[src/shared/gxc_regs.svh]
`ifndef GXC_REGS_SVH
`define GXC_REGS_SVH
// Command codes, one byte each; two-byte values sit at an even code.
`define GXC_A_CTL_LO 7'h00
`define GXC_A_CTL_HI 7'h01
`define GXC_A_CYC    7'h2a
`define GXC_A_SOC    7'h2c
`define GXC_A_SOH    7'h2e
`define GXC_A_PCHG   7'h34
`define GXC_A_DEPTH_AT_LAST_OCV   7'h36
`define GXC_A_SDSC   7'h38
`define GXC_A_PACK   7'h3a
`define GXC_A_DCAP   7'h3c
`define GXC_A_CLS    7'h3e
`define GXC_A_BLK    7'h3f
`define GXC_A_BUF_LO 7'h40
`define GXC_A_BUF_LW 7'h54
`define GXC_A_BUF_HI 7'h5f
`define GXC_A_CKS    7'h60
`define GXC_A_BCTL   7'h61
`define GXC_A_NLEN   7'h62
`define GXC_A_NM_LO  7'h63
`define GXC_A_NM_HI  7'h6c
// Block select codes while locked, and the general-access control code.
`define GXC_BLK_AUTH 8'h00
`define GXC_BLK_A    8'h01
`define GXC_BLK_B    8'h02
`define GXC_BCTL_GEN 8'h00
// Arithmetic constants.
`define GXC_PCT_FULL 16'h0064
`define GXC_CKS_BASE 8'hff
`define GXC_CNT_MAX  16'hffff
`define GXC_BUF_LEN  6'h20
`define GXC_DIV_LEN  5'h17
// Reset values.
`define GXC_LOCK_RST 1'b1
`define GXC_BYTE_RST 8'h00
`endif

[src/shared/gxc_pkg.sv]
package gxc_pkg;
	// Checksum and programming engine.
	typedef enum logic [1:0] {
		GXC_IDLE = 2'b00,
		GXC_SUM  = 2'b01,
		GXC_PROG = 2'b10
	} gxc_eng_t;
	// What the transfer buffer currently stands for.
	typedef enum logic [1:0] {
		GXC_RG_FLASH = 2'b00,
		GXC_RG_AUTH  = 2'b01,
		GXC_RG_A     = 2'b10,
		GXC_RG_B     = 2'b11
	} gxc_rgn_t;
endpackage : gxc_pkg

[src/shared/gxc_buf_if.sv]
`timescale 1ns/1ps
// Port bundle between the command logic and the buffer memory.
interface gxc_buf_if #(parameter int W = 8, parameter int AW = 5);
	logic          we;    // Write strobe.
	logic [AW-1:0] waddr; // Write byte index.
	logic [W-1:0]  wdata; // Write byte.
	logic [AW-1:0] raddr; // Read byte index.
	logic [W-1:0]  rdata; // Registered read byte.
	modport ctl (output we, waddr, wdata, raddr, input rdata);
	modport mem (input we, waddr, wdata, raddr, output rdata);
endinterface : gxc_buf_if

[src/design/gxc_buf_mem.sv]
`timescale 1ns/1ps
// Transfer buffer storage; read data comes out of a register one cycle later.
module gxc_buf_mem #(
	parameter int DEPTH = 32
) (
	// Clock.
	input wire logic core_clk_i,
	// Access port.
	gxc_buf_if.mem   bus
);
	logic [7:0] mem_q [DEPTH]; // Byte array, no reset so it maps onto RAM.

	// Write port.
	always_ff @(posedge core_clk_i) begin
		if (bus.we) begin
			mem_q[bus.waddr] <= bus.wdata;
		end
	end

	// Registered read port.
	always_ff @(posedge core_clk_i) begin
		bus.rdata <= mem_q[bus.raddr];
	end
endmodule : gxc_buf_mem

[src/design/gxc_ext_cmd.sv]
`timescale 1ns/1ps
`include "gxc_regs.svh"
// Behaviour
// RULE_01: Count cycles when discharge reaches threshold.
// RULE_02: Charge percent is remaining over full.
// RULE_03: Smoothing enable picks filtered capacity inputs.
// RULE_04: Health percent, 0 to 0x64, byte 0x2e.
// RULE_05: Report signed charge since last simulation.
// RULE_06: Report depth at last open-circuit reading.
// RULE_07: Report signed self-discharge estimate read-only.
// RULE_08: Extended commands accessed bytewise, variable length.
// RULE_09: Pack settings and nominal capacity always readable.
// RULE_10: Byte 0x3e selects the subclass.
// RULE_11: Locked: no flash access via 0x3e/0x3f.
// RULE_12: Unlocked general: block select picks 32-byte block.
// RULE_13: Locked block select: auth, block A, B.
// RULE_14: Buffer 0x40-0x5f; block A locked read-only.
// RULE_15: Locked: 0x55-0x5f read-only; reserved read-only.
// RULE_16: Checksum write requests programming of buffer.
// RULE_17: Host checksum is 255 minus byte sum.
// RULE_18: Access control 0x00 selects general data; unlocked.
// RULE_19: Name length readable in both states.
// RULE_20: Lock state changed by control subcommands.
// RULE_21: Program only after checksum verified correct.
// RULE_22: Block select carries offset over 32.
// RULE_23: Buffer data beyond 32 bytes is ignored; here it is dropped and the block is then refused at checksum.
// RULE_24: Locked writes to unavailable commands change nothing.
module gxc_ext_cmd
	import gxc_pkg::*;
#(
	parameter logic [15:0] SEAL_SUBCMD = 16'h0020 // Control word that locks the device.
) (
	// Clock and reset.
	input  wire logic        core_clk_i,
	input  wire logic        srst_i,
	// Command port, one byte per access.
	input  wire logic        cmd_wr_i,
	input  wire logic        cmd_rd_i,
	input  wire logic        cmd_start_i,
	input  wire logic [6:0]  cmd_addr_i,
	input  wire logic [7:0]  cmd_wdata_i,
	output logic             cmd_ready_o,
	output logic [7:0]       cmd_rdata_o,
	output logic             cmd_rvalid_o,
	// Gauge results.
	input  wire logic        dsg_valid_i,
	input  wire logic [15:0] dsg_mah_i,
	input  wire logic [15:0] cycle_discharge_threshold_i,
	input  wire logic        smoothing_enable_i,
	input  wire logic [15:0] remaining_filt_i,
	input  wire logic [15:0] remaining_unfilt_i,
	input  wire logic [15:0] full_filt_i,
	input  wire logic [15:0] full_unfilt_i,
	input  wire logic [15:0] health_full_i,
	input  wire logic [15:0] charge_since_simulation_i,
	input  wire logic [15:0] depth_at_last_ocv_i,
	input  wire logic [15:0] self_discharge_estimate_i,
	// Stored configuration.
	input  wire logic [15:0] pack_settings_mirror_i,
	input  wire logic [15:0] nominal_pack_capacity_i,
	input  wire logic [7:0]  name_length_i,
	input  wire logic [79:0] name_text_i,
	// Lock state.
	input  wire logic        unlock_grant_i,
	output logic             unlocked_state_o,
	// Non-volatile store side.
	output logic             nv_load_o,
	output logic [7:0]       nv_class_o,
	output logic [7:0]       nv_block_o,
	output gxc_pkg::gxc_rgn_t nv_region_o,
	input  wire logic        nv_fill_valid_i,
	input  wire logic [4:0]  nv_fill_idx_i,
	input  wire logic [7:0]  nv_fill_data_i,
	output logic             nv_prog_valid_o,
	output logic [4:0]       nv_prog_idx_o,
	output logic [7:0]       nv_prog_data_o,
	output logic             nv_commit_o,
	output logic             cks_error_o,
	output logic             auth_route_o
);
	gxc_buf_if #(.W(8), .AW(5)) bif ();

	gxc_buf_mem #(.DEPTH(32)) u_mem (
		.core_clk_i (core_clk_i),
		.bus        (bif)
	);

	logic        locked_q;     // One while locked.
	logic [7:0]  cls_q;        // Subclass select.
	logic [7:0]  blk_q;        // Block select.
	logic [7:0]  bctl_q;       // Access control byte.
	logic [7:0]  cks_q;        // Last checksum written.
	logic [7:0]  ctl_lo_q;     // Low byte of the control word.
	gxc_rgn_t    rgn_q;        // Buffer meaning.
	logic [15:0] cyc_q;        // Cycle total.
	logic [15:0] acc_q;        // Discharge accumulated toward one cycle.
	logic [15:0] soc_q;        // Charge percent.
	logic [15:0] soh_q;        // Health percent.
	logic [5:0]  tx_cnt_q;     // Buffer bytes in this transaction.
	logic        ovf_q;        // Buffer overrun seen since block select.
	gxc_eng_t    eng_q;        // Engine state.
	logic [5:0]  eng_idx_q;    // Engine byte index.
	logic [7:0]  sum_q;        // Running byte sum.
	logic        cks_ok_q;     // Last checksum matched.
	logic [7:0]  rd_q;         // Register read data.
	logic        rbuf_q;       // Last read came from the buffer.

	// Access decode.
	logic acc_wr, acc_rd, in_buf, buf_wr_ok, cks_wr, prog_ok;
	logic [4:0] buf_idx;
	assign acc_wr  = cmd_wr_i & cmd_ready_o;
	assign acc_rd  = cmd_rd_i & cmd_ready_o;
	assign in_buf  = (cmd_addr_i >= `GXC_A_BUF_LO) && (cmd_addr_i <= `GXC_A_BUF_HI);
	assign buf_idx = 5'(cmd_addr_i - `GXC_A_BUF_LO); // RULE_22
	// Locked: only low bytes, never block A; overrun bytes dropped.
	assign buf_wr_ok = in_buf && (!locked_q ||
		((cmd_addr_i <= `GXC_A_BUF_LW) && (rgn_q != GXC_RG_A))) // RULE_14 RULE_15
		&& (cmd_start_i || (tx_cnt_q < `GXC_BUF_LEN)); // RULE_23
	assign cks_wr  = acc_wr && (cmd_addr_i == `GXC_A_CKS);
	// Programming is open when unlocked, and for block B only when locked; never after a buffer overrun.
	assign prog_ok = !ovf_q && (!locked_q || (rgn_q == GXC_RG_B)); // RULE_24

	// The store loading the buffer takes priority; the host waits meanwhile.
	assign cmd_ready_o = (eng_q == GXC_IDLE) && !nv_fill_valid_i;

	// Buffer port steering; the engine owns the read side while it runs.
	always_comb begin
		bif.we    = nv_fill_valid_i | (acc_wr & buf_wr_ok);
		bif.waddr = nv_fill_valid_i ? nv_fill_idx_i : buf_idx;
		bif.wdata = nv_fill_valid_i ? nv_fill_data_i : cmd_wdata_i;
		bif.raddr = (eng_q == GXC_IDLE) ? buf_idx : eng_idx_q[4:0];
	end

	// Lock state: the control word written low then high locks it; unlock_grant_i clears it.
	always_ff @(posedge core_clk_i) begin
		if (srst_i) begin
			locked_q <= `GXC_LOCK_RST;
			ctl_lo_q <= `GXC_BYTE_RST;
		end else begin
			if (acc_wr && (cmd_addr_i == `GXC_A_CTL_LO)) begin
				ctl_lo_q <= cmd_wdata_i;
			end
			if (acc_wr && (cmd_addr_i == `GXC_A_CTL_HI)
				&& ({cmd_wdata_i, ctl_lo_q} == SEAL_SUBCMD)) begin
				locked_q <= 1'b1; // RULE_20
			end else if (unlock_grant_i) begin
				locked_q <= 1'b0; // RULE_20
			end
		end
	end

	// Selection bytes; locked writes to unavailable ones are dropped.
	always_ff @(posedge core_clk_i) begin
		if (srst_i) begin
			cls_q  <= `GXC_BYTE_RST;
			bctl_q <= `GXC_BYTE_RST;
			blk_q  <= `GXC_BYTE_RST;
		end else if (acc_wr && !locked_q) begin
			if (cmd_addr_i == `GXC_A_CLS) begin
				cls_q <= cmd_wdata_i; // RULE_10 RULE_11
			end
			if (cmd_addr_i == `GXC_A_BCTL) begin
				bctl_q <= cmd_wdata_i; // RULE_18
			end
			if (cmd_addr_i == `GXC_A_BLK) begin
				blk_q <= cmd_wdata_i; // RULE_12
			end
		end else if (acc_wr && (cmd_addr_i == `GXC_A_BLK)
			&& (cmd_wdata_i <= `GXC_BLK_B)) begin
			blk_q <= cmd_wdata_i; // RULE_13
		end
	end

	// Buffer meaning; a locked block write of 0, 1 or 2 retargets it.
	always_ff @(posedge core_clk_i) begin
		if (srst_i) begin
			rgn_q <= GXC_RG_AUTH;
		end else if (acc_wr && (cmd_addr_i == `GXC_A_BLK)) begin
			if (!locked_q) begin
				rgn_q <= GXC_RG_FLASH; // RULE_12
			end else if (cmd_wdata_i == `GXC_BLK_AUTH) begin
				rgn_q <= GXC_RG_AUTH; // RULE_13
			end else if (cmd_wdata_i == `GXC_BLK_A) begin
				rgn_q <= GXC_RG_A; // RULE_13
			end else if (cmd_wdata_i == `GXC_BLK_B) begin
				rgn_q <= GXC_RG_B; // RULE_13
			end
		end else if (acc_wr && (cmd_addr_i == `GXC_A_CTL_HI) && locked_q) begin
			rgn_q <= rgn_q;
		end
	end

	// Block loads: auth data is not fetched; blocks A and B are, and flash blocks only under general access control.
	always_ff @(posedge core_clk_i) begin
		if (srst_i) begin
			nv_load_o <= 1'b0;
		end else begin
			nv_load_o <= acc_wr && (cmd_addr_i == `GXC_A_BLK)
				&& ((!locked_q && (bctl_q == `GXC_BCTL_GEN)) // RULE_12 RULE_18
				|| (locked_q && ((cmd_wdata_i == `GXC_BLK_A)
				|| (cmd_wdata_i == `GXC_BLK_B)))); // RULE_13
		end
	end
	assign nv_class_o   = cls_q;
	assign nv_block_o   = blk_q; // RULE_22
	assign nv_region_o  = rgn_q;
	assign auth_route_o = locked_q && (rgn_q == GXC_RG_AUTH); // RULE_13
	assign unlocked_state_o = !locked_q;

	// Overrun tracking: a transaction may put at most 32 bytes in the buffer.
	// Overrun data cannot be taken back, so the block is refused at checksum.
	always_ff @(posedge core_clk_i) begin
		if (srst_i) begin
			tx_cnt_q <= 6'h00;
			ovf_q    <= 1'b0;
		end else if (acc_wr && (cmd_addr_i == `GXC_A_BLK)) begin
			tx_cnt_q <= 6'h00;
			ovf_q    <= 1'b0;
		end else if (acc_wr && in_buf) begin
			if (cmd_start_i) begin
				tx_cnt_q <= 6'h01;
			end else if (tx_cnt_q < `GXC_BUF_LEN) begin
				tx_cnt_q <= tx_cnt_q + 6'h01;
			end else begin
				ovf_q <= 1'b1; // RULE_23
			end
		end else if (acc_wr && cmd_start_i) begin
			tx_cnt_q <= 6'h00;
		end
	end

	// Checksum capture.
	always_ff @(posedge core_clk_i) begin
		if (srst_i) begin
			cks_q <= `GXC_BYTE_RST;
		end else if (cks_wr && !(locked_q && (rgn_q == GXC_RG_A))) begin
			cks_q <= cmd_wdata_i; // RULE_16
		end
	end

	// Engine: sum the 32 bytes, compare, then stream them to the store.
	// The sum is one byte late because the buffer read is registered.
	always_ff @(posedge core_clk_i) begin
		if (srst_i) begin
			eng_q     <= GXC_IDLE;
			eng_idx_q <= 6'h00;
			sum_q     <= 8'h00;
			cks_ok_q  <= 1'b0;
		end else begin
			case (eng_q)
				GXC_IDLE: begin
					eng_idx_q <= 6'h00;
					sum_q     <= 8'h00;
					if (cks_wr && prog_ok) begin
						eng_q <= GXC_SUM; // RULE_16
					end
				end
				GXC_SUM: begin
					eng_idx_q <= eng_idx_q + 6'h01;
					if (eng_idx_q != 6'h00) begin
						sum_q <= sum_q + bif.rdata;
					end
					if (eng_idx_q == `GXC_BUF_LEN) begin
						cks_ok_q  <= (`GXC_CKS_BASE - (sum_q + bif.rdata)) == cks_q; // RULE_17
						eng_idx_q <= 6'h00;
						eng_q     <= ((`GXC_CKS_BASE - (sum_q + bif.rdata)) == cks_q)
							? GXC_PROG : GXC_IDLE; // RULE_21
					end
				end
				GXC_PROG: begin
					eng_idx_q <= eng_idx_q + 6'h01;
					if (eng_idx_q == `GXC_BUF_LEN) begin
						eng_q <= GXC_IDLE;
					end
				end
				default: begin
					eng_q <= GXC_IDLE;
				end
			endcase
		end
	end

	// Store stream and completion flags.
	always_ff @(posedge core_clk_i) begin
		if (srst_i) begin
			nv_prog_valid_o <= 1'b0;
			nv_prog_idx_o   <= 5'h00;
			nv_commit_o     <= 1'b0;
			cks_error_o     <= 1'b0;
		end else begin
			nv_prog_valid_o <= (eng_q == GXC_PROG) && (eng_idx_q != `GXC_BUF_LEN);
			nv_prog_idx_o   <= eng_idx_q[4:0];
			nv_commit_o     <= (eng_q == GXC_PROG) && (eng_idx_q == `GXC_BUF_LEN); // RULE_21
			if (cks_wr) begin
				cks_error_o <= !prog_ok;
			end else if ((eng_q == GXC_SUM) && (eng_idx_q == `GXC_BUF_LEN)) begin
				cks_error_o <= (`GXC_CKS_BASE - (sum_q + bif.rdata)) != cks_q;
			end
		end
	end
	assign nv_prog_data_o = bif.rdata;

	// Cycle total: carry the excess over the threshold, saturate at the top.
	logic [16:0] acc_sum;
	assign acc_sum = {1'b0, acc_q} + {1'b0, dsg_mah_i};
	always_ff @(posedge core_clk_i) begin
		if (srst_i) begin
			cyc_q <= 16'h0000;
			acc_q <= 16'h0000;
		end else if (dsg_valid_i) begin
			if ((cycle_discharge_threshold_i != 16'h0000)
				&& (acc_sum >= {1'b0, cycle_discharge_threshold_i})) begin
				acc_q <= 16'(acc_sum - {1'b0, cycle_discharge_threshold_i});
				if (cyc_q != `GXC_CNT_MAX) begin
					cyc_q <= cyc_q + 16'h0001; // RULE_01
				end
			end else begin
				acc_q <= acc_sum[15:0];
			end
		end
	end

	// Shared divider: alternates between charge and health percent jobs.
	// A serial divider costs 24 cycles per update, far below gauge rates.
	logic        job_q;
	logic [4:0]  div_cnt_q;
	logic [22:0] div_quo_q;
	logic [16:0] div_rem_q;
	logic [15:0] div_den_q;
	logic [16:0] rem_sh;
	logic [15:0] pct_num, pct_den, quo_cap;
	assign pct_num = job_q ? health_full_i
		: (smoothing_enable_i ? remaining_filt_i : remaining_unfilt_i); // RULE_03
	assign pct_den = job_q ? nominal_pack_capacity_i
		: (smoothing_enable_i ? full_filt_i : full_unfilt_i); // RULE_03
	assign rem_sh  = {div_rem_q[15:0], div_quo_q[22]};
	assign quo_cap = (div_quo_q > 23'(`GXC_PCT_FULL)) ? `GXC_PCT_FULL : div_quo_q[15:0];
	always_ff @(posedge core_clk_i) begin
		if (srst_i) begin
			job_q     <= 1'b0;
			div_cnt_q <= 5'h00;
			div_quo_q <= 23'h000000;
			div_rem_q <= 17'h00000;
			div_den_q <= 16'h0000;
		end else if (div_cnt_q == 5'h00) begin
			// Widen before the product so a large capacity cannot wrap at 16 bits.
			div_quo_q <= 23'(pct_num) * 23'(`GXC_PCT_FULL);
			div_den_q <= pct_den;
			div_rem_q <= 17'h00000;
			div_cnt_q <= `GXC_DIV_LEN;
		end else begin
			div_cnt_q <= div_cnt_q - 5'h01;
			if (rem_sh >= {1'b0, div_den_q}) begin
				div_rem_q <= rem_sh - {1'b0, div_den_q};
				div_quo_q <= {div_quo_q[21:0], 1'b1};
			end else begin
				div_rem_q <= rem_sh;
				div_quo_q <= {div_quo_q[21:0], 1'b0};
			end
			if (div_cnt_q == 5'h01) begin
				job_q <= !job_q;
			end
		end
	end

	// Result capture when a division has finished.
	// The job flag has already flipped, so it names the job that comes next.
	// A zero denominator runs to the end, but its result is never captured.
	logic div_done;
	assign div_done = (div_cnt_q == 5'h00) && (div_den_q != 16'h0000);
	always_ff @(posedge core_clk_i) begin
		if (srst_i) begin
			soc_q <= 16'h0000;
		end else if (div_done && job_q) begin
			soc_q <= quo_cap; // RULE_02
		end
	end

	// Health result is limited to 0x64.
	always_ff @(posedge core_clk_i) begin
		if (srst_i) begin
			soh_q <= 16'h0000;
		end else if (div_done && !job_q) begin
			soh_q <= quo_cap; // RULE_04
		end
	end

	// Read mux; odd codes return the high byte of a two-byte value.
	function automatic logic [7:0] pick(input logic [15:0] w, input logic hi);
		pick = hi ? w[15:8] : w[7:0];
	endfunction : pick
	logic [6:0] wbase;
	logic [3:0] nm_idx;
	assign wbase  = {cmd_addr_i[6:1], 1'b0};
	assign nm_idx = 4'(cmd_addr_i - `GXC_A_NM_LO);
	always_ff @(posedge core_clk_i) begin
		if (srst_i) begin
			rd_q         <= `GXC_BYTE_RST;
			rbuf_q       <= 1'b0;
			cmd_rvalid_o <= 1'b0;
		end else begin
			cmd_rvalid_o <= acc_rd;
			rbuf_q       <= in_buf; // RULE_14
			if (acc_rd) begin
				rd_q <= `GXC_BYTE_RST; // Reserved codes read zero. RULE_15
				if (cmd_addr_i == `GXC_A_CLS) begin
					rd_q <= locked_q ? `GXC_BYTE_RST : cls_q;
				end else if (cmd_addr_i == `GXC_A_BLK) begin
					rd_q <= blk_q;
				end else if (cmd_addr_i == `GXC_A_CKS) begin
					rd_q <= cks_q;
				end else if (cmd_addr_i == `GXC_A_BCTL) begin
					rd_q <= locked_q ? `GXC_BYTE_RST : bctl_q; // RULE_18
				end else if (cmd_addr_i == `GXC_A_NLEN) begin
					rd_q <= name_length_i; // RULE_19
				end else if ((cmd_addr_i >= `GXC_A_NM_LO) && (cmd_addr_i <= `GXC_A_NM_HI)) begin
					rd_q <= name_text_i[nm_idx*8 +: 8];
				end else begin
					case (wbase) // RULE_08
						`GXC_A_CYC:  rd_q <= pick(cyc_q, cmd_addr_i[0]); // RULE_01
						`GXC_A_SOC:  rd_q <= pick(soc_q, cmd_addr_i[0]); // RULE_02
						`GXC_A_SOH:  rd_q <= pick(soh_q, cmd_addr_i[0]); // RULE_04
						`GXC_A_PCHG: rd_q <= pick(charge_since_simulation_i, cmd_addr_i[0]); // RULE_05
						`GXC_A_DEPTH_AT_LAST_OCV: rd_q <= pick(depth_at_last_ocv_i, cmd_addr_i[0]); // RULE_06
						`GXC_A_SDSC: rd_q <= pick(self_discharge_estimate_i, cmd_addr_i[0]); // RULE_07
						`GXC_A_PACK: rd_q <= pick(pack_settings_mirror_i, cmd_addr_i[0]); // RULE_09
						`GXC_A_DCAP: rd_q <= pick(nominal_pack_capacity_i, cmd_addr_i[0]); // RULE_09
						default:     rd_q <= `GXC_BYTE_RST;
					endcase
				end
			end
		end
	end
	assign cmd_rdata_o = rbuf_q ? bif.rdata : rd_q;
endmodule : gxc_ext_cmd

[config.mk]
export PLATFORM = sky130hd
export DESIGN_NAME = gxc_ext_cmd
export DESIGN_NICKNAME = d
export VERILOG_FILES = /design/src/shared/gxc_pkg.sv /design/src/shared/gxc_buf_if.sv /design/src/design/gxc_buf_mem.sv /design/src/design/gxc_ext_cmd.sv
export VERILOG_INCLUDE_DIRS = /design/src /design/src/shared
export SDC_FILE = /design/constraint.sdc
export NUM_CORES = 1
export LEC_CHECK = 0
export ABC_CLOCK_PERIOD_IN_PS = 7950
export BUFFER_PORTS_ARGS = -buffer_cell sky130_fd_sc_hd__buf_2
export CORE_MARGIN = 4
export CORE_UTILIZATION = 45
export CTS_BUF_LIST = sky130_fd_sc_hd__clkbuf_8
export DETAILED_ROUTE_END_ITERATION = 10
export PLACE_DENSITY = 0.65
export SLEW_MARGIN = 40
export SYNTH_ARGS = -nofsm -noshare
export SYNTH_HDL_FRONTEND = slang
export SYNTH_SLANG_ARGS = --single-unit
[constraint.sdc]
create_clock -name core_clk_i -period 7.95 [get_ports core_clk_i]
set_input_delay 0.795 -clock core_clk_i [delete_from_list [all_inputs] [get_ports core_clk_i]]
set_output_delay 0.795 -clock core_clk_i [all_outputs]
set_load 0.02 [all_outputs]
==> results of run 1 <==
==> routing by layer <==
layer	up-vias	part of all wire [%]	GRT usage, %
met5	-	0	0
li1	9600	-	-
met3	125	6.8	4.85
met2	684	48	40.9
met4	0	2.8	7.74
met1	9863	42	31.8
==> through the flow <==
step                      cells  cell area (sq um)
after floorplan            2429              25600
after global routing       3595              29700
after CTS                  3593              29600
after global placement     3451              28000
after detailed placement   3452              28100
final                      3595              29700
==> sequential cells by signal (all words and copies together), names as in the netlist, 2 cells and up <==
name / cells
div_rem_q: 16
bctl_q: 8
rd_q: 8
ctl_lo_q: 8
nv_prog_idx_o: 5
nv_block_o: 8
div_cnt_q: 5
acc_q: 16
eng_q: 2
tx_cnt_q: 6
sum_q: 8
cks_q: 8
nv_class_o: 8
cyc_q: 16
div_den_q: 16
nv_region_o: 2
div_quo_q: 23
u_mem.bus.rdata: 8
soh_q: 16
eng_idx_q: 6
soc_q: 16
u_mem.mem_q: 256
==> worst max-delay path: cells and delay by family (launching register included) <==
kind            cells  cell delay [ns]
flops               1             0.31
compound gates      7             1.26
simple gates        3             0.89
buf+inv             4             0.68
fa+ha+maj           4             1.39
==> worst max-delay path by stage <==
stage	startpoint	cells past startpoint	slack (ns)	to
floorplan	smoothing_enable_i	19	2.88	div_quo_q[22]
global placement	dsg_mah_i[1]	17	2.45	acc_q[9]
detailed placement	dsg_mah_i[0]	18	2.63	cyc_q[5]
CTS	acc_q[0]	17	3.26	cyc_q[5]
global route	acc_q[0]	17	2.92	cyc_q[5]
finish	job_q	18	3.29	div_quo_q[22]
==> logic make-up (layout without fill, tap and decap cells) <==
logic type | count (synthesis) | count (layout) | synth area share [%]
and+or+nand+nor | 802 | 802 | 14.5
buffers and inverters | 226 | 634 | 3.49
AOI/OAI and AO/OA | 439 | 439 | 10.4
other | 0 | 2 | 0
adders and majority gates | 136 | 136 | 7.09
xor gates and xnor gates | 75 | 75 | 2.60
muxes | 277 | 277 | 14.9
DFF | 474 | 474 | 47.1
==> cells in the mapped netlist, drive strengths merged, types with 36 or more instances <==
cell type	number
inv	115
buf	36
nand3	66
mux4	80
edfxtp	256
xnor2	55
ha	121
o21ai	107
o22ai	37
nand2	303
a21oi	157
clkbuf	75
mux2i	176
nor2	212
dfxtp	218
nor3	37
==> cell type report <==
type	instances	share of cell area (%)
antenna	2	0.0169
clock inverter	49	0.894
inverter	115	1.45
tap	756	3.19
clock buffer	92	4.27
timing repair buffer	378	6.60
sequential	474	40.6
multi-input combinational	1729	43.0
==> where the power goes <==
part / switching [mW] / leakage, nW / internal [mW]
sequential: 0.107 / 4.08 / 2.76
clock: 1.02 / 0.869 / 1.08
combinational: 2.16 / 7.18 / 1.57
==> impl_metrics.yaml, run 1 <==
worst_setup_path:
  regToRegStartpoint: "job_q"
  reg2reg_slack_ns: 3.29
  worst_ep_required_time_ns: 8.54
  slowest_delay_ns: 0.61
  worstSetupPathType: "reg2reg"
  worstPathMaxFanout: 66
  critPathLaunchType: "flop"
  cpMaxStageDelayCell: "or4b_2"
  worstSetupEndpointType: "flop"
  r2r_cells: 18
  cp_cell_sequence: "buf_4, nand2_1, o21a_1, inv_1, ha_1, ha_1, inv_1, fa_1, inv_1, ha_1, a21oi_1, o21ai_0, a21o_1, a31o_2, nand2_1, a21oi_1, or4b_2, a31oi_1"
  worstReg2RegEnd: "div_quo_q[22]"
  worst_ep_arrival_time_ns: 5.24
layout:
  area_delta_synth_final_pct: 16.0
  final_nets: 3230
  layout_commonest_cell: "buf_2"
  final_util_pct: 52.6
  regArea_sq_um: 12100
  layout-drive-gt1-share_pct: 22.4
  multi_input_area_sq_um: 12800
  n_fill_cell: 5077
  final_cell_mix: "buf_2, nand2_1, edfxtp_1"
cts:
  cts_buffers: 79
  htreeDepth: 3
  clockBufferDepth: 3
  cts_sinks: 474
  cts_tree: "built"
  path_clk_slew_ns: 0.07
  cts.repair.resized: 0
  clock_latency_ns: 0.67
  root_buffer: "clkbuf_8"
  postCtsHoldBufs: 0
  postCtsSetupBuffers: 0
grt:
  grt_pass1_wl_microns: 114000
  antenna_found_initial: 2
  grt_start_max_net_pins: 83
  grt_usage_pct: 24.4
  grt_pass1_vias: 19984
  grt_remaining_overflow: 0
sta:
  period_needed_ns: 4.66
  rsz0062_at_grt: "no"
  worst_slew_pin_slew_ns: 0.812
  hold_violations: 0
  timing.setup.tns_ns: 0
  period_share_pct: 58.6
  slew_headroom_pct: 45.7
  finalMaxSlewViolations: 0
  fmaxAchievable_mhz: 215
  skew_ns: 0.0269
  setup_ws_ns: 3.29
  setup_viol: 0
  holdWs_ns: 0.370
yosys:
  synthTopCellsByArea: "edfxtp_1, dfxtp_1, mux4_2"
  yosys.area.top_type_share_pct: 30.0
  synthesis.area_sq_um: 25600
  synth-edff-count: 256
  ys.flop_type: "edfxtp_1"
  synth_cells: 2429
  avgSynthCellArea_sq_um: 10.5
  syn_nets: 2882
  seq_area_frac_synth_pct: 47.1
  yosys_warnings: 0
  synthDistinctLibCells: 83
  ys_ff_latch: 474
  postSynth.asyncResetShare_pct: 0
  synth_top_area_cell: "edfxtp_1"
route:
  routed_wl_microns: 76200
  ant_nets: 0
  drt_iter0_markers: 1894
  wl_per_cell_microns: 21.2
  drc_errors: 0
  dr.pass1.iters: 5
  via_per_inst: 5.64
  vias: 20272
floorplanning:
  dieArea_sq_um: 60700
  pin_count: 364
  rows: 87
  initial_core_util_pct: 45.4
  fp.dieH_microns: 246
  coreArea_sq_um: 56400
  die_w_microns: 246
hold_path:
  hold_start: "unlock_grant_i"
  whs_path_depth: 2
  hold_end: "locked_q"
  worstHoldPathType: "in2reg"
pwr:
  power_density_nw_per_um2: 293
  p_leak_nw: 12.1
  fin_total_pwr_mw: 8.69
  irDropWorstVdd_mv: 0.195
place:
  place_congestion: 0.936
  portBuffers: 363
  dpl.hpwl_microns: 56500
  dpl_worst_slack_ns: 2.63
outcome:
  outcome: "complete, no violations"
run:
  maxCapViolCount: 0
No activity file was read; power rests on OpenSTA's default activity.
==> run 2, diff against run 1 <==
--- a/config.mk
+++ b/config.mk
@@ -6,13 +6,13 @@
 export SDC_FILE = /design/constraint.sdc
 export NUM_CORES = 1
 export LEC_CHECK = 0
-export ABC_CLOCK_PERIOD_IN_PS = 7950
+export ABC_CLOCK_PERIOD_IN_PS = 4200
 export BUFFER_PORTS_ARGS = -buffer_cell sky130_fd_sc_hd__buf_2
 export CORE_MARGIN = 4
 export CORE_UTILIZATION = 45
 export CTS_BUF_LIST = sky130_fd_sc_hd__clkbuf_8
 export DETAILED_ROUTE_END_ITERATION = 10
-export PLACE_DENSITY = 0.65
+export PLACE_DENSITY = 0.68
 export SLEW_MARGIN = 40
 export SYNTH_ARGS = -nofsm -noshare
 export SYNTH_HDL_FRONTEND = slang
==> constraint.sdc (replaced) <==
create_clock -name core_clk_i -period 4.2 [get_ports core_clk_i]
set_input_delay 0.42 -clock core_clk_i [delete_from_list [all_inputs] [get_ports core_clk_i]]
set_output_delay 0.42 -clock core_clk_i [all_outputs]
set_load 0.02 [all_outputs]
==> run 2 against run 1 <==
Effect of this change:
- the flow now finishes with violations (negative setup slack)
- sequential share of layout area is 2.1 points lower
- wire length up 2.9%
- power up 110%
- via count is 4.8% higher
- critical path type unchanged
==> impl_metrics.yaml, run 2 (synthesis gave the netlist of run 1 again) <==
cts:
  clockBufferDepth: 3
  cts_tree: "built"
  clock_latency_ns: 0.68
  cts_buffers: 82
  htreeDepth: 3
  path_clk_slew_ns: 0.06
  cts_sinks: 474
  root_buffer: "clkbuf_8"
layout:
  n_fill_cell: 4918
  area_delta_synth_final_pct: 22.2
  layout_commonest_cell: "buf_2"
  largest_register_ffs: 256
  final_util_pct: 55.5
  largestRegisters: "u_mem.mem_q (256), div_quo_q (23)"
  final_cell_mix: "buf_2, nand2_1, edfxtp_1"
  fin_cells: 3759
  regMostFlops: "u_mem.mem_q"
  final_nets: 3387
  layout-drive-gt1-share_pct: 27.2
sta:
  rsz0062_at_grt: "yes"
  setup_viol: 1
  slew_headroom_pct: 42.8
  fmaxAchievable_mhz: 235
  worst_slew_pin_slew_ns: 0.852
  period_needed_ns: 4.25
  skew_ns: 0.0300
  period_share_pct: 101
  setup_ws_ns: -0.0503
  finalMaxSlewViolations: 0
  hold_violations: 0
floorplanning:
  fp.dieH_microns: 246
  coreArea_sq_um: 56400
  initial_core_util_pct: 45.4
  dieArea_sq_um: 60700
  rows: 87
  die_w_microns: 246
  pin_count: 364
worst_setup_path:
  worst_ep_required_time_ns: 4.74
  r2r_cells: 18
  worstPathMaxFanout: 2
  critPathLaunchType: "flop"
  worstSetupPathType: "reg2reg"
  startpoint: "acc_q[0]"
  reg2reg_slack_ns: -0.05
  worst_ep_arrival_time_ns: 4.79
  regToRegStartpoint: "acc_q[0]"
  worstReg2RegEnd: "cyc_q[10]"
  worstSetupEndpointType: "flop"
grt:
  grt_remaining_overflow: 0
  grt_pass1_vias: 21309
  grt_pass1_wl_microns: 119000
  antenna_found_initial: 1
  grt_usage_pct: 25.2
  grt_start_max_net_pins: 65
route:
  routed_wl_microns: 78400
  vias: 21252
  wl_per_cell_microns: 20.8
  via_per_inst: 5.65
  drc_errors: 0
  dr.pass1.iters: 5
  ant_nets: 0
  drt_iter0_markers: 1900
hold_path:
  hold_start: "cmd_start_i"
  whs_path_depth: 3
  worstHoldPathType: "in2reg"
  hold_end: "tx_cnt_q[1]"
run:
  maxCapViolCount: 0
place:
  dpl.hpwl_microns: 57700
  dpl_worst_slack_ns: -0.463
  portBuffers: 363
  dp_cells: 3584
  place_congestion: 0.897
outcome:
  failed_checks: "negative setup slack"
  outcome: "complete, but fails checks"
pwr:
  comb_power_share_pct: 48.2
  p_leak_nw: 13.1
  internal_power_mw: 11.7
  switching_share_pct: 36.8
  fin_total_pwr_mw: 18.5
  switching_power_mw: 6.80
  power_density_nw_per_um2: 591
  power_frac_seq_pct: 29.4
  p_clk_share_pct: 22.4
  irDropWorstVdd_mv: 0.479
run 2: cell types whose count changed in the layout (fill, tap and decap cells not counted), sizes merged:
cell,change
inv,+12
dlygate4sd3,+1
clkinvlp,+1
clkinv,-3
buf,+153
clkbuf,-2
bufinv,+3
diode,-1
run 2: final cells by class:
cell class | count | area (sq um) | share of cell area (%)
Multi-Input combinational cell | 1729 | 13000 | 41.6
Sequential cell | 474 | 12100 | 38.6
Timing Repair Buffer | 532 | 3200 | 10.2
Clock buffer | 90 | 1240 | 3.96
Tap cell | 756 | 946 | 3.02
Inverter | 115 | 432 | 1.38
Clock inverter | 62 | 382 | 1.22
Antenna cell | 1 | 2.50 | 0.00800
run 2: layer usage:
layer  GRT usage (%)  wire length (microns)  share of wire [%]  vias up
li1                -                      -                  -     9922
met1            33.0                  32400                 41    10437
met2            42.7                  38500                 49      730
met3            4.03                   4960                6.3      163
met4            8.26                   2450                3.1        0
met5               0                      0                  0        -
run 2: stage by stage:
stage          setup TNS (ns)  hold slack (ns)  cell area [sq um]
5_1_grt                 -2.58            0.103              31300
2_1_floorplan               0            0.432              25600
3_3_place_gp           -12.11            0.439              29100
4_1_cts              -0.00819           0.0642              31000
6_report              -0.0503            0.127              31300
3_5_place_dp            -9.22            0.449              29100
run 2: critical path: stages, from the launching register on:
cell,delay (ns)
dfxtp_2,0.34
ha_4,0.17
fa_2,0.42
a211oi_4,0.25
o21ai_2,0.11
a31oi_2,0.18
o21bai_1,0.08
a21oi_1,0.15
xnor2_1,0.10
ha_1,0.34
nand3_2,0.11
nor4_4,0.38
nor3_2,0.08
o211ai_1,0.15
buf_4,0.16
a21o_1,0.13
nand3_2,0.10
or4_4,0.57
mux2_4,0.31
run 2: how the worst max path moves through the flow:
stage,end,slack (ns)
floorplan,div_quo_q[22],0.02
global placement,acc_q[14],-0.52
detailed placement,cyc_q[6],-0.46
CTS,cyc_q[10],-0.008
global route,cyc_q[10],-0.26
finish,cyc_q[10],-0.05
run 2: power groups by stage:
stage | logic [mW] | registers, mW | clock network, mW
floorplan | 5.53 | 5.45 | 0
global placement | 7.91 | 5.50 | 0
detailed placement | 8.07 | 5.52 | 0
CTS | 8.37 | 5.43 | 4.20
global route | 9.88 | 5.46 | 4.43
finish | 8.92 | 5.43 | 4.14
run 2: repair_timing:
| action | in CTS | in global routing |
|---|---|---|
| resized for setup | 24 | 39 |
| endpoints found under the setup margin | 26 | 32 |
| setup buffers | 11 | 9 |
| pin swaps | 21 | 20 |
| hold buffers | 1 | 0 |
| endpoints found under the hold margin | 1 | 0 |
| cloned | 0 | 1 |
==> run 3, diff against run 2 <==
--- a/config.mk
+++ b/config.mk
@@ -12,6 +12,7 @@
 export CORE_UTILIZATION = 45
 export CTS_BUF_LIST = sky130_fd_sc_hd__clkbuf_8
 export DETAILED_ROUTE_END_ITERATION = 10
+export GPL_TIMING_DRIVEN = 0
 export PLACE_DENSITY = 0.68
 export SLEW_MARGIN = 40
 export SYNTH_ARGS = -nofsm -noshare
==> run 3 against run 2 <==
Effect of this change:
- the run still ends with negative setup slack left
- global-route usage is 1.1 points higher
- core utilization is 0.94 points lower
- clock skew is 0.0057 ns higher
- critical endpoint unchanged
- largest power group unchanged
==> impl_metrics.yaml, run 3 (synthesis gave the netlist of run 1 again) <==
outcome:
  outcome: "complete, but fails checks"
  failed_checks: "negative setup slack"
cts:
  cts_sinks: 474
  path_clk_slew_ns: 0.07
  clock_latency_ns: 0.68
  cts_tree: "built"
  htreeDepth: 3
  cts_buffers: 77
  clockBufferDepth: 3
  root_buffer: "clkbuf_8"
worst_setup_path:
  worst_ep_required_time_ns: 4.74
  critPathLaunchType: "flop"
  worstPathMaxFanout: 2
  worst_ep_arrival_time_ns: 4.77
  worstSetupEndpointType: "flop"
  worstSetupPathType: "reg2reg"
  r2r_cells: 18
sta:
  setup_viol: 4
  period_share_pct: 101
  hold_violations: 0
  finalMaxSlewViolations: 0
  rsz0062_at_grt: "yes"
  fmaxAchievable_mhz: 236
  setup_ws_ns: -0.0380
  skew_ns: 0.0357
  worst_slew_pin_slew_ns: 0.881
  slew_headroom_pct: 41.3
  period_needed_ns: 4.24
  holdWs_ns: 0.112
place:
  place_congestion: 0.944
  dpl.hpwl_microns: 61900
  dpl_worst_slack_ns: -0.975
  dp_cells: 3542
  portBuffers: 357
floorplanning:
  die_w_microns: 246
  initial_core_util_pct: 45.4
  dieArea_sq_um: 60700
  fp.dieH_microns: 246
  rows: 87
  coreArea_sq_um: 56400
  pin_count: 364
pwr:
  p_leak_nw: 12.6
  power_density_nw_per_um2: 582
  fin_total_pwr_mw: 17.9
  irDropWorstVdd_mv: 0.407
route:
  dr.pass1.iters: 5
  met2_length_microns: 39700
  wl_per_cell_microns: 22.2
  drt_iter0_markers: 1560
  vias: 21403
  wl_met1_microns: 33300
  ant_nets: 0
  highest_layer: "met4"
  drc_errors: 0
  dr_wl_met3_microns: 6700
  routed_wl_microns: 82500
  via_per_inst: 5.76
layout:
  final_nets: 3352
  n_fill_cell: 4978
  final_util_pct: 54.5
  regMostFlops: "u_mem.mem_q"
  fin_cells: 3719
  area_delta_synth_final_pct: 20.2
  layout-drive-gt1-share_pct: 24.6
  largestRegisters: "u_mem.mem_q (256), div_quo_q (23)"
  final_cell_mix: "buf_2, nand2_1, edfxtp_1"
  largest_register_ffs: 256
  layout_commonest_cell: "buf_2"
grt:
  grt_start_max_net_pins: 33
  grt_pass1_vias: 21431
  grt_usage_pct: 26.2
  grt_remaining_overflow: 0
  antenna_found_initial: 1
  grt_pass1_wl_microns: 123000
hold_path:
  whs_path_depth: 3
  worstHoldPathType: "in2reg"
run:
  maxCapViolCount: 0
[run 3: area by class of cell]
cell class	instances	area, sq um	share of cell area, %
clock inverters	54	343	1.12
diodes	3	7.51	0.0244
well taps	756	946	3.08
inverters	115	432	1.40
plain buffers	109	522	1.70
repair buffers	393	2100	6.83
clock buffers	86	1180	3.85
multi-input cells	1729	13100	42.8
flip-flops and latches	474	12100	39.2
[run 3: path summary, 6_finish.rpt]
path	slack, ns	from	end
min	0.11	cmd_start_i	tx_cnt_q[1]
max reg2reg	-0.04	acc_q[0]	cyc_q[10]
min reg2reg	0.45	div_quo_q[18]	div_quo_q[19]
max	-0.04	acc_q[0]	cyc_q[10]
[run 3: routing by layer]
metal  up-vias  track usage (%)
met5         -                0
met4         0             9.68
met3       181             5.59
met2       836             43.5
met1     10542             33.9
li1       9844                -
[run 3: repair_timing]
item / in CTS / in global routing
endpoints found under the hold margin: 1 / 0
pin swaps: 27 / 42
setup buffers: 14 / 20
hold buffers: 1 / 0
resized for setup: 52 / 66
gates cloned: 0 / 1
setup endpoints to repair: 45 / 40
[run 3: power by group]
group	total (mW)	switching [mW]	internal, mW
logic	8.48	4.70	3.78
registers	5.44	0.217	5.22
clock network	3.97	1.94	2.04
[run 3: through the flow]
step                TNS, ns  area [sq um]
global placement     -30.14         28400
CTS                 -0.0665         30300
finish              -0.0734         30700
floorplan                 0         25600
detailed placement   -34.47         28400
global route          -2.29         30700
[run 3: critical path, stage by stage (launching register included)]
cell      delay (ns)
dfxtp_2         0.33
ha_4            0.18
fa_2            0.40
a211oi_4        0.25
o21ai_2         0.11
a31oi_1         0.19
o21bai_1        0.12
a21oi_2         0.19
xnor2_2         0.10
ha_1            0.33
nand3_2         0.11
nor4_4          0.34
nor3_1          0.08
o211ai_1        0.10
buf_4           0.16
a21o_1          0.15
nand3_2         0.10
or4_4           0.54
mux2_4          0.31
